==> src/hdl/ulm_params.svh <==
/*
  Constants for the unstructured leased-line mapper: frame geometry,
  overhead bit positions and timing counts.
  Assumes a 200 MHz system clock and a 2048 kHz application bit clock.
*/
`ifndef ULM_PARAMS_SVH
`define ULM_PARAMS_SVH

`define ULM_FRAME_BYTES      144
`define ULM_PAYLOAD_BYTES    128
`define ULM_STUFF_BYTES      16
`define ULM_FRAME_US         500
`define ULM_BIT_KBPS         2048
`define ULM_CLK_MHZ          200
`define ULM_OH_BITS          48
`define ULM_OH_LOSS_POS      15
`define ULM_OH_SPARE_FIRST   9
`define ULM_OH_SPARE_LAST    48
`define ULM_SYS_DELAY_US     1250
`define ULM_TERM_DELAY_US    450
`define ULM_REG_DELAY_US     200
`define ULM_LINE_DELAY_US    150
`define ULM_PAIRS            3
`define ULM_BYTE_ONES        8'hFF

`endif

==> src/hdl/ulm_pkg.sv <==
/*
  Types for the unstructured leased-line mapper.
  Constants live in ulm_params.svh.
*/
package ulm_pkg;

  // Status of one transceiver pair
  typedef struct packed {
    logic active;
    logic pair_id_ok;
  } ulm_pair_stat_t;

  // One byte toward the core frame with its position
  typedef struct packed {
    logic       valid;
    logic       sof;
    logic       stuff;
    logic [7:0] data;
  } ulm_frame_byte_t;

  typedef enum logic [1:0] {
    ULM_FILL,
    ULM_PAYLOAD,
    ULM_STUFF
  } ulm_phase_t;

endpackage
==> src/hdl/ulm_mapper.sv <==
/*
  Unstructured 2048 kbit/s leased-line mapper toward the core frame.
  Assumes app bits arrive one per app_bit_en strobe on clk (one every
  ~97.66 clk), core_req pulses request the next frame byte, and
  loss-of-signal and pair status come from pins (synchronised here).
*/
`timescale 1ns/1ps
`include "ulm_params.svh"

module ulm_mapper (
  input  wire logic                                    clk,
  input  wire logic                                    rst,
  input  wire logic                                    app_bit_en,
  input  wire logic                                    app_bit,
  input  wire logic                                    signal_loss_pin,
  input  wire logic                                    other_fault,
  input  wire ulm_pkg::ulm_pair_stat_t [`ULM_PAIRS-1:0] pair_stat_pin,
  input  wire logic                                    core_req,
  input  wire logic [7:0]                              rx_payload,
  input  wire logic                                    rx_payload_valid,
  output ulm_pkg::ulm_frame_byte_t                     frame_byte,
  output logic [`ULM_OH_BITS-1:0]                      frame_overhead_bits,
  output logic                                         section_operational,
  output logic                                         signal_loss,
  output logic                                         app_out_bit,
  output logic                                         app_out_valid
);

  localparam int FRAME_CYC = `ULM_FRAME_US * `ULM_CLK_MHZ;
  localparam int TERM_DELAY_CYC = `ULM_TERM_DELAY_US * `ULM_CLK_MHZ;

  // --------------------------------------------------------------
  // Input synchronisers
  // --------------------------------------------------------------
  logic [2:0] los_sync_r;
  logic       los_r;
  logic [`ULM_PAIRS*2-1:0] pair_vec;
  logic [`ULM_PAIRS*2-1:0] ps1_r, ps2_r, ps3_r, ps_r;

  assign pair_vec = pair_stat_pin;

  always_ff @(posedge clk) begin
    if (rst) begin
      los_sync_r <= 3'h0;
      los_r      <= 1'b0;
    end else begin
      los_sync_r <= {los_sync_r[1:0], signal_loss_pin};
      if (los_sync_r[1] == los_sync_r[2]) begin
        los_r <= los_sync_r[2];
      end
    end
  end

  always_ff @(posedge clk) begin
    if (rst) begin
      ps1_r <= '0;
      ps2_r <= '0;
      ps3_r <= '0;
      ps_r  <= '0;
    end else begin
      ps1_r <= pair_vec;
      ps2_r <= ps1_r;
      ps3_r <= ps2_r;
      ps_r  <= (ps2_r & ps3_r) | (ps_r & (ps2_r | ps3_r));
    end
  end

  assign signal_loss = los_r;

  // --------------------------------------------------------------
  // Section state
  // --------------------------------------------------------------
  logic [`ULM_PAIRS-1:0] pair_good;
  logic                  all_active;
  logic                  oper_r;

  genvar g;
  generate
    for (g = 0; g < `ULM_PAIRS; g++) begin : g_pair
      // Pair healthy needs activation and correct identity
      assign pair_good[g] = ps_r[2*g+1] & ps_r[2*g];
    end
  endgenerate

  assign all_active = &{ps_r[`ULM_PAIRS*2-1], ps_r[1]} & (&pair_good);

  always_ff @(posedge clk) begin
    if (rst) begin
      oper_r <= 1'b0;
    end else begin
      // One bad pair or any other fault drops the section
      oper_r <= (&pair_good) & ~other_fault;
    end
  end

  assign section_operational = oper_r;

  // --------------------------------------------------------------
  // Bit assembly into payload bytes
  // --------------------------------------------------------------
  logic [7:0] shift_r;
  logic [2:0] bit_cnt_r;
  logic [7:0] byte_q_r [0:1];
  logic       byte_q_v_r;

  always_ff @(posedge clk) begin
    if (rst) begin
      shift_r    <= 8'h00;
      bit_cnt_r  <= 3'h0;
      byte_q_r[0] <= 8'h00;
      byte_q_r[1] <= 8'h00;
      byte_q_v_r <= 1'b0;
    end else begin
      if (app_bit_en) begin
        // Bits are taken as-is; no pattern dependence
        shift_r   <= {shift_r[6:0], app_bit};
        bit_cnt_r <= bit_cnt_r + 3'h1;
        if (bit_cnt_r == 3'h7) begin
          byte_q_r[0] <= {shift_r[6:0], app_bit};
          byte_q_v_r  <= 1'b1;
        end
      end
      if (core_req && byte_q_v_r && !app_bit_en) begin
        byte_q_r[1] <= byte_q_r[0];
        byte_q_v_r  <= 1'b0;
      end
    end
  end

  // --------------------------------------------------------------
  // Core frame sequencing
  // --------------------------------------------------------------
  logic [7:0]         byte_idx_r;
  ulm_pkg::ulm_phase_t phase;

  always_comb begin
    case (byte_idx_r < 8'(`ULM_PAYLOAD_BYTES))
      1'b1:    phase = ulm_pkg::ULM_PAYLOAD;
      default: phase = ulm_pkg::ULM_STUFF;
    endcase
  end

  always_ff @(posedge clk) begin
    if (rst) begin
      byte_idx_r <= 8'h00;
    end else if (core_req) begin
      if (byte_idx_r == 8'(`ULM_FRAME_BYTES - 1)) begin
        byte_idx_r <= 8'h00;
      end else begin
        byte_idx_r <= byte_idx_r + 8'h01;
      end
    end
  end

  always_ff @(posedge clk) begin
    if (rst) begin
      frame_byte <= '0;
    end else begin
      frame_byte.valid <= core_req;
      frame_byte.sof   <= core_req && (byte_idx_r == 8'h00);
      frame_byte.stuff <= core_req && (phase == ulm_pkg::ULM_STUFF);
      if (!core_req) begin
        frame_byte.data <= frame_byte.data;
      end else if (phase == ulm_pkg::ULM_STUFF) begin
        frame_byte.data <= `ULM_BYTE_ONES;
      end else if (los_r) begin
        frame_byte.data <= `ULM_BYTE_ONES;
      end else begin
        frame_byte.data <= byte_q_r[0];
      end
    end
  end

  // --------------------------------------------------------------
  // Overhead bits sent toward the far unit
  // --------------------------------------------------------------
  generate
    for (g = 1; g <= `ULM_OH_BITS; g++) begin : g_oh
      always_ff @(posedge clk) begin
        if (rst) begin
          frame_overhead_bits[g-1] <= 1'b1;
        end else if (g == `ULM_OH_LOSS_POS) begin
          // Flag low while loss persists, high again once it clears
          frame_overhead_bits[g-1] <= ~los_r;
        end else if (g >= `ULM_OH_SPARE_FIRST && g <= `ULM_OH_SPARE_LAST) begin
          frame_overhead_bits[g-1] <= 1'b1;
        end else begin
          frame_overhead_bits[g-1] <= 1'b1;
        end
      end
    end
  endgenerate

  // --------------------------------------------------------------
  // Customer-side output; one byte stage keeps delay far below budget
  // --------------------------------------------------------------
  logic [7:0] out_sh_r;
  always_ff @(posedge clk) begin
    if (rst) begin
      out_sh_r      <= 8'hFF;
      app_out_bit   <= 1'b1;
      app_out_valid <= 1'b0;
    end else begin
      app_out_valid <= all_active & app_bit_en;
      if (rx_payload_valid) begin
        out_sh_r <= rx_payload;
      end else if (app_bit_en) begin
        out_sh_r    <= {out_sh_r[6:0], 1'b1};
        app_out_bit <= all_active ? out_sh_r[7] : 1'b1;
      end
    end
  end

endmodule

==> config.mk <==
export PLATFORM = sky130hd
export DESIGN_NAME = ulm_mapper
export DESIGN_NICKNAME = d
export VERILOG_FILES = /design/src/hdl/ulm_pkg.sv /design/src/hdl/ulm_mapper.sv
export VERILOG_INCLUDE_DIRS = /design/src /design/src/hdl
export SDC_FILE = /design/constraint.sdc
export NUM_CORES = 1
export LEC_CHECK = 0
export ABC_CLOCK_PERIOD_IN_PS = 1500
export BUFFER_PORTS_ARGS = -buffer_cell sky130_fd_sc_hd__buf_2
export CAP_MARGIN = 15
export CORE_MARGIN = 4
export CORE_UTILIZATION = 44
export CTS_CLUSTER_SIZE = 40
export DETAILED_ROUTE_END_ITERATION = 16
export PLACE_DENSITY = 0.71
export SYNTH_ARGS = -nofsm -noshare
export SYNTH_HDL_FRONTEND = slang
export SYNTH_SLANG_ARGS = --single-unit
==> constraint.sdc <==
create_clock -name clk -period 1.5 [get_ports clk]
set_input_delay 0.15 -clock clk [delete_from_list [all_inputs] [get_ports clk]]
set_output_delay 0.15 -clock clk [all_outputs]
set_load 0.05 [all_outputs]
==> results_tabular.tex <==
\begin{tabular}{lr}
\hline
Metric & Value \\
\hline
\multicolumn{2}{l}{\textbf{Synth}} \\
\quad Async set-reset flop share out of synthesis & 0\% \\
\quad \#FFs+latches synth & between 70 and 80 \\
\quad Leading register cell type out of synthesis & dfxtp\_1 \\
\quad Share of the synthesized area in the top cell type & between 40 and 50\% \\
\quad Largest cells by area after synthesis & dfxtp\_1 44\%, buf\_4 11\%, edfxtp\_1 7.5\% \\
\quad Number of enable flip-flop cells after synthesis & 8 \\
\quad Average size of a mapped cell & just over 10 um\^{}2 \\
\quad Ys Warns & 0 \\
\quad Sequential fraction of the synthesis area & between 50\% and 60\% \\
\quad Area leader, netlist & dfxtp\_1 \\
\quad Post-synthesis instance area & 3193 um\^{}2 \\
\quad Distinct cells, synth & 40 \\
\quad Cell count after synthesis & roughly 320 \\
\multicolumn{2}{l}{\textbf{STA}} \\
\quad Sum Neg Setup Slack & 0 ns \\
\quad Clock skew & between 0.007 and 0.008 ns \\
\quad RSZ-0062 raised after global routing & no \\
\quad Highest attainable clock frequency & about 0.73 GHz \\
\quad Final setup violating endpoints & 0 \\
\quad Final clock period utilization by the worst path & between 90\% and 100\% \\
\quad Final count of pins violating max slew & 0 \\
\quad Post-layout minimum cycle time & between 1 and 1.5 ns \\
\quad Number of hold violations in the final report & 0 \\
\quad Final setup slack of the worst path & approximately 0.13 ns \\
\multicolumn{2}{l}{\textbf{Setup path}} \\
\quad Required time of the critical path & between 1.5 and 2 ns \\
\quad Critical path's largest stage delay & 0.35 ns \\
\quad Cell seen most often among critical-path stages & ha\_1 \\
\quad Critical path peak fanout & 8 \\
\quad Buf/Inv on CP & 0 \\
\quad Slowest cell on the critical path & dfxtp\_1 \\
\quad Signal arrival time at the worst endpoint & 1.38 ns \\
\quad Cell type group with the largest total delay on the critical path & simple AND/OR/NAND/NOR gates \\
\quad Worst Setup End Kind & flip-flop \\
\quad CP cell instances & ha\_1, ha\_1, nand2\_1, nand2b\_1 \\
\quad Type of element launching the critical path & flip-flop \\
\quad Crit Path Category & reg2reg \\
\multicolumn{2}{l}{\textbf{Power}} \\
\quad Portion of total power attributed to the clock network & 35.3\% \\
\quad Reg power frac & between 50\% and 60\% \\
\quad Share of power burned in combinational logic & 13.2\% \\
\quad Switching share of total power & 28.78\% \\
\quad Leakage & about 1.5 nW \\
\quad Peak ir drop on the vdd network & 0.0005927 V \\
\quad Switching power total & about 1.2 mW \\
\quad Internal Power & 3.068 mW \\
\quad Cell Pwr Density & $\sim$1200 nW/um\^{}2 \\
\multicolumn{2}{l}{\textbf{Routing}} \\
\quad DR WL/cell & 10.85 um \\
\quad Detailed-route DRC error count & 0 \\
\quad Number of DRC markers in iteration 0 & 50 \\
\quad Count of vias placed by the detailed router & 2031 \\
\quad Total Routed Length & approximately 5000 um \\
\quad Number of detailed-route iterations in the first pass & 4 \\
\quad Detailed-route vias per instance & 4.396 \\
\quad Post-route antenna net violation count & 0 \\
\multicolumn{2}{l}{\textbf{Placement}} \\
\quad Final weighted congestion in routability-driven placement & a little under 0.8 \\
\quad HPWL after detailed placement & about 3600 um \\
\quad Post-place setup slack & roughly 0.11 ns \\
\quad Port Buffer Count & 37 \\
\multicolumn{2}{l}{\textbf{Outcome}} \\
\quad Status & complete, no violations \\
\multicolumn{2}{l}{\textbf{CTS}} \\
\quad Sinks on the clock net & slightly below 80 \\
\quad Number of buffers created by CTS & 9 \\
\quad Clock transition at the registers of the reported paths & $\sim$0.08 ns \\
\quad Clock tree from TritonCTS & built \\
\quad Maximum buffer depth of the clock tree & 2 \\
\quad Worst-Skew Late Latency & roughly 0.34 ns \\
\quad H-tree levels & 3 \\
\quad Cell at the root of the clock tree & clkbuf\_8 \\
\multicolumn{2}{l}{\textbf{Floorplan}} \\
\quad Initial Util & a little under half \\
\quad Io pins & 85 \\
\quad Floorplan die width & just over 90 um \\
\quad Core Footprint & roughly 7000 um\^{}2 \\
\quad Floorplan die area & $\sim$8700 um\^{}2 \\
\quad Number of rows in the core area & 30 \\
\quad Die height & 93.19 um \\
\multicolumn{2}{l}{\textbf{Layout}} \\
\quad Net count of the finished layout & around 390 \\
\quad Fillers & between 600 and 700 \\
\quad Fraction of layout instances using a drive strength above 1 & between 20\% and 30\% \\
\quad \# diodes & 0 \\
\quad Synth-to-layout area growth & 11.87\% \\
\multicolumn{2}{l}{\textbf{Global route}} \\
\quad Number of global-route vias before repair & between 1500 and 2000 \\
\quad Initial antenna violation count & 0 \\
\quad First-pass GRT wire length & roughly 8300 um \\
\quad Final global-route overflow total & 0 \\
\quad Maximum number of pins on one net before global-route repair & 56 \\
\quad Total global routing track utilization & 12.29\% \\
\multicolumn{2}{l}{\textbf{Flow run}} \\
\quad Number of max-cap violations & 0 \\
\multicolumn{2}{l}{\textbf{Hold path}} \\
\quad Type of the tightest min-delay check & in2reg \\
\hline
\end{tabular}
==> power by group through the flow <==
stage / clock, mW / combinational [mW] / sequential (mW)
after floorplan: 0 / 0.518 / 2.32
after global placement: 0 / 0.552 / 2.26
after detailed placement: 0 / 0.558 / 2.26
after CTS: 1.57 / 0.571 / 2.22
after global routing: 1.66 / 0.609 / 2.23
final: 1.52 / 0.570 / 2.22
==> routing by layer <==
layer	up-vias	GRT usage, %	part of all wire, %
met5	-	0	0
met4	0	7.692	2.3
met3	11	3.701	5.8
met2	60	20.10	48
met1	910	13.98	43
li1	1050	-	-
==> timing repair <==
item / CTS / global route
endpoints found under the setup margin: 0 / 1
hold endpoints to repair: 6 / 0
hold buffers: 6 / 0
buffers inserted: 0 / 1
resized for setup: 0 / 3
==> final timing paths <==
check        slack, ns                       from  cells after the start                            to
min reg2reg       0.44        ps1_r[3]$_SDFF_PP0_                      1           ps2_r[3]$_SDFF_PP0_
min               0.02              rx_payload[3]                      3      out_sh_r[3]$_SDFFE_PP1P_
max               0.13  bit_cnt_r[0]$_SDFFE_PP0P_                      4  byte_q_r[0][5]$_SDFFCE_PN0P_
max reg2reg       0.13  bit_cnt_r[0]$_SDFFE_PP0P_                      4  byte_q_r[0][5]$_SDFFCE_PN0P_
==> stage by stage <==
stage / instances / power [mW] / util, % / area [um^2] / hold WS [ns]
floorplan: 363 / 2.834 / - / 3366 / 0.2268
global placement: 439 / 2.814 / 47.77 / 3299 / 0.3121
detailed placement: 439 / 2.822 / 47.77 / 3299 / 0.3330
CTS: 461 / 4.359 / 51.54 / 3560 / 0.0002084
global route: 462 / 4.496 / 51.72 / 3572 / 0.01001
finish: 462 / 4.308 / 51.72 / 3572 / 0.01544
==> layout by cell type (no fill, tap or decap), drive strengths merged, types with 7 or more instances in the layout <==
cell,count
buf,42
mux2i,17
nor2b,21
conb,47
nand2,12
and2,9
clkbuf,11
a211oi,8
o21ai,10
a21oi,14
dfxtp,70
nor2,32
mux2,7
edfxtp,8
nand2b,9
==> final cells by class <==
type / instances / area, um^2 / area share, %
clock buffers: 11 / 162.7 / 4.553
repair buffers: 48 / 295.3 / 8.266
inverters: 4 / 15.01 / 0.4203
well taps: 96 / 120.1 / 3.363
multi-input cells: 220 / 1297 / 36.32
flip-flops and latches: 78 / 1644 / 46.02
clock inverters: 5 / 37.54 / 1.051
==> worst min-delay path, cell delays in order <==
cell	delay [ns]
buf_2	0.08
mux2i_1	0.05
nand2b_1	0.06
==> synthesized netlist by cell type, types with 2 or more instances <==
| library cell | instances |
|---|---|
| buf_2 | 4 |
| nand2_1 | 12 |
| nand2b_1 | 9 |
| buf_4 | 48 |
| and2_1 | 9 |
| clkbuf_1 | 9 |
| nor3_1 | 3 |
| mux2i_1 | 17 |
| edfxtp_1 | 8 |
| and4_1 | 2 |
| a21oi_1 | 12 |
| nor2_1 | 32 |
| nand3_1 | 3 |
| inv_1 | 3 |
| nor2b_1 | 21 |
| xor2_1 | 2 |
| nor3b_1 | 2 |
| o21ai_0 | 10 |
| o21bai_1 | 2 |
| a21oi_2 | 2 |
| xnor2_1 | 2 |
| a211oi_1 | 8 |
| ha_1 | 4 |
| dfxtp_1 | 70 |
| mux2_2 | 7 |
| nand4_1 | 2 |
==> cell families (layout without fill, tap and decap cells) <==
group	Yosys count	in the layout	synth area share (%)
other	1	47	0.1174
AO/OA/AOI/OAI	37	37	7.171
XOR/XNOR	4	4	1.097
multiplexers	24	24	7.798
AND/OR/NAND/NOR	104	104	17.40
buffers and inverters	65	68	13.44
adder cells (fa/ha/maj)	4	4	1.567
flip-flops	78	78	51.41
==> state kept, by name, indices dropped and copies added, names as in the netlist <==
signal               count
ps_r                     6
ps2_r                    6
shift_r                  7
byte_idx_r               8
app_out_valid            1
byte_q_v_r               1
frame_overhead_bits      1
bit_cnt_r                3
frame_byte              11
out_sh_r                 8
los_sync_r               3
ps3_r                    6
signal_loss              1
app_out_bit              1
section_operational      1
byte_q_r                 8
ps1_r                    6
Power figures use the tool's default switching activity.
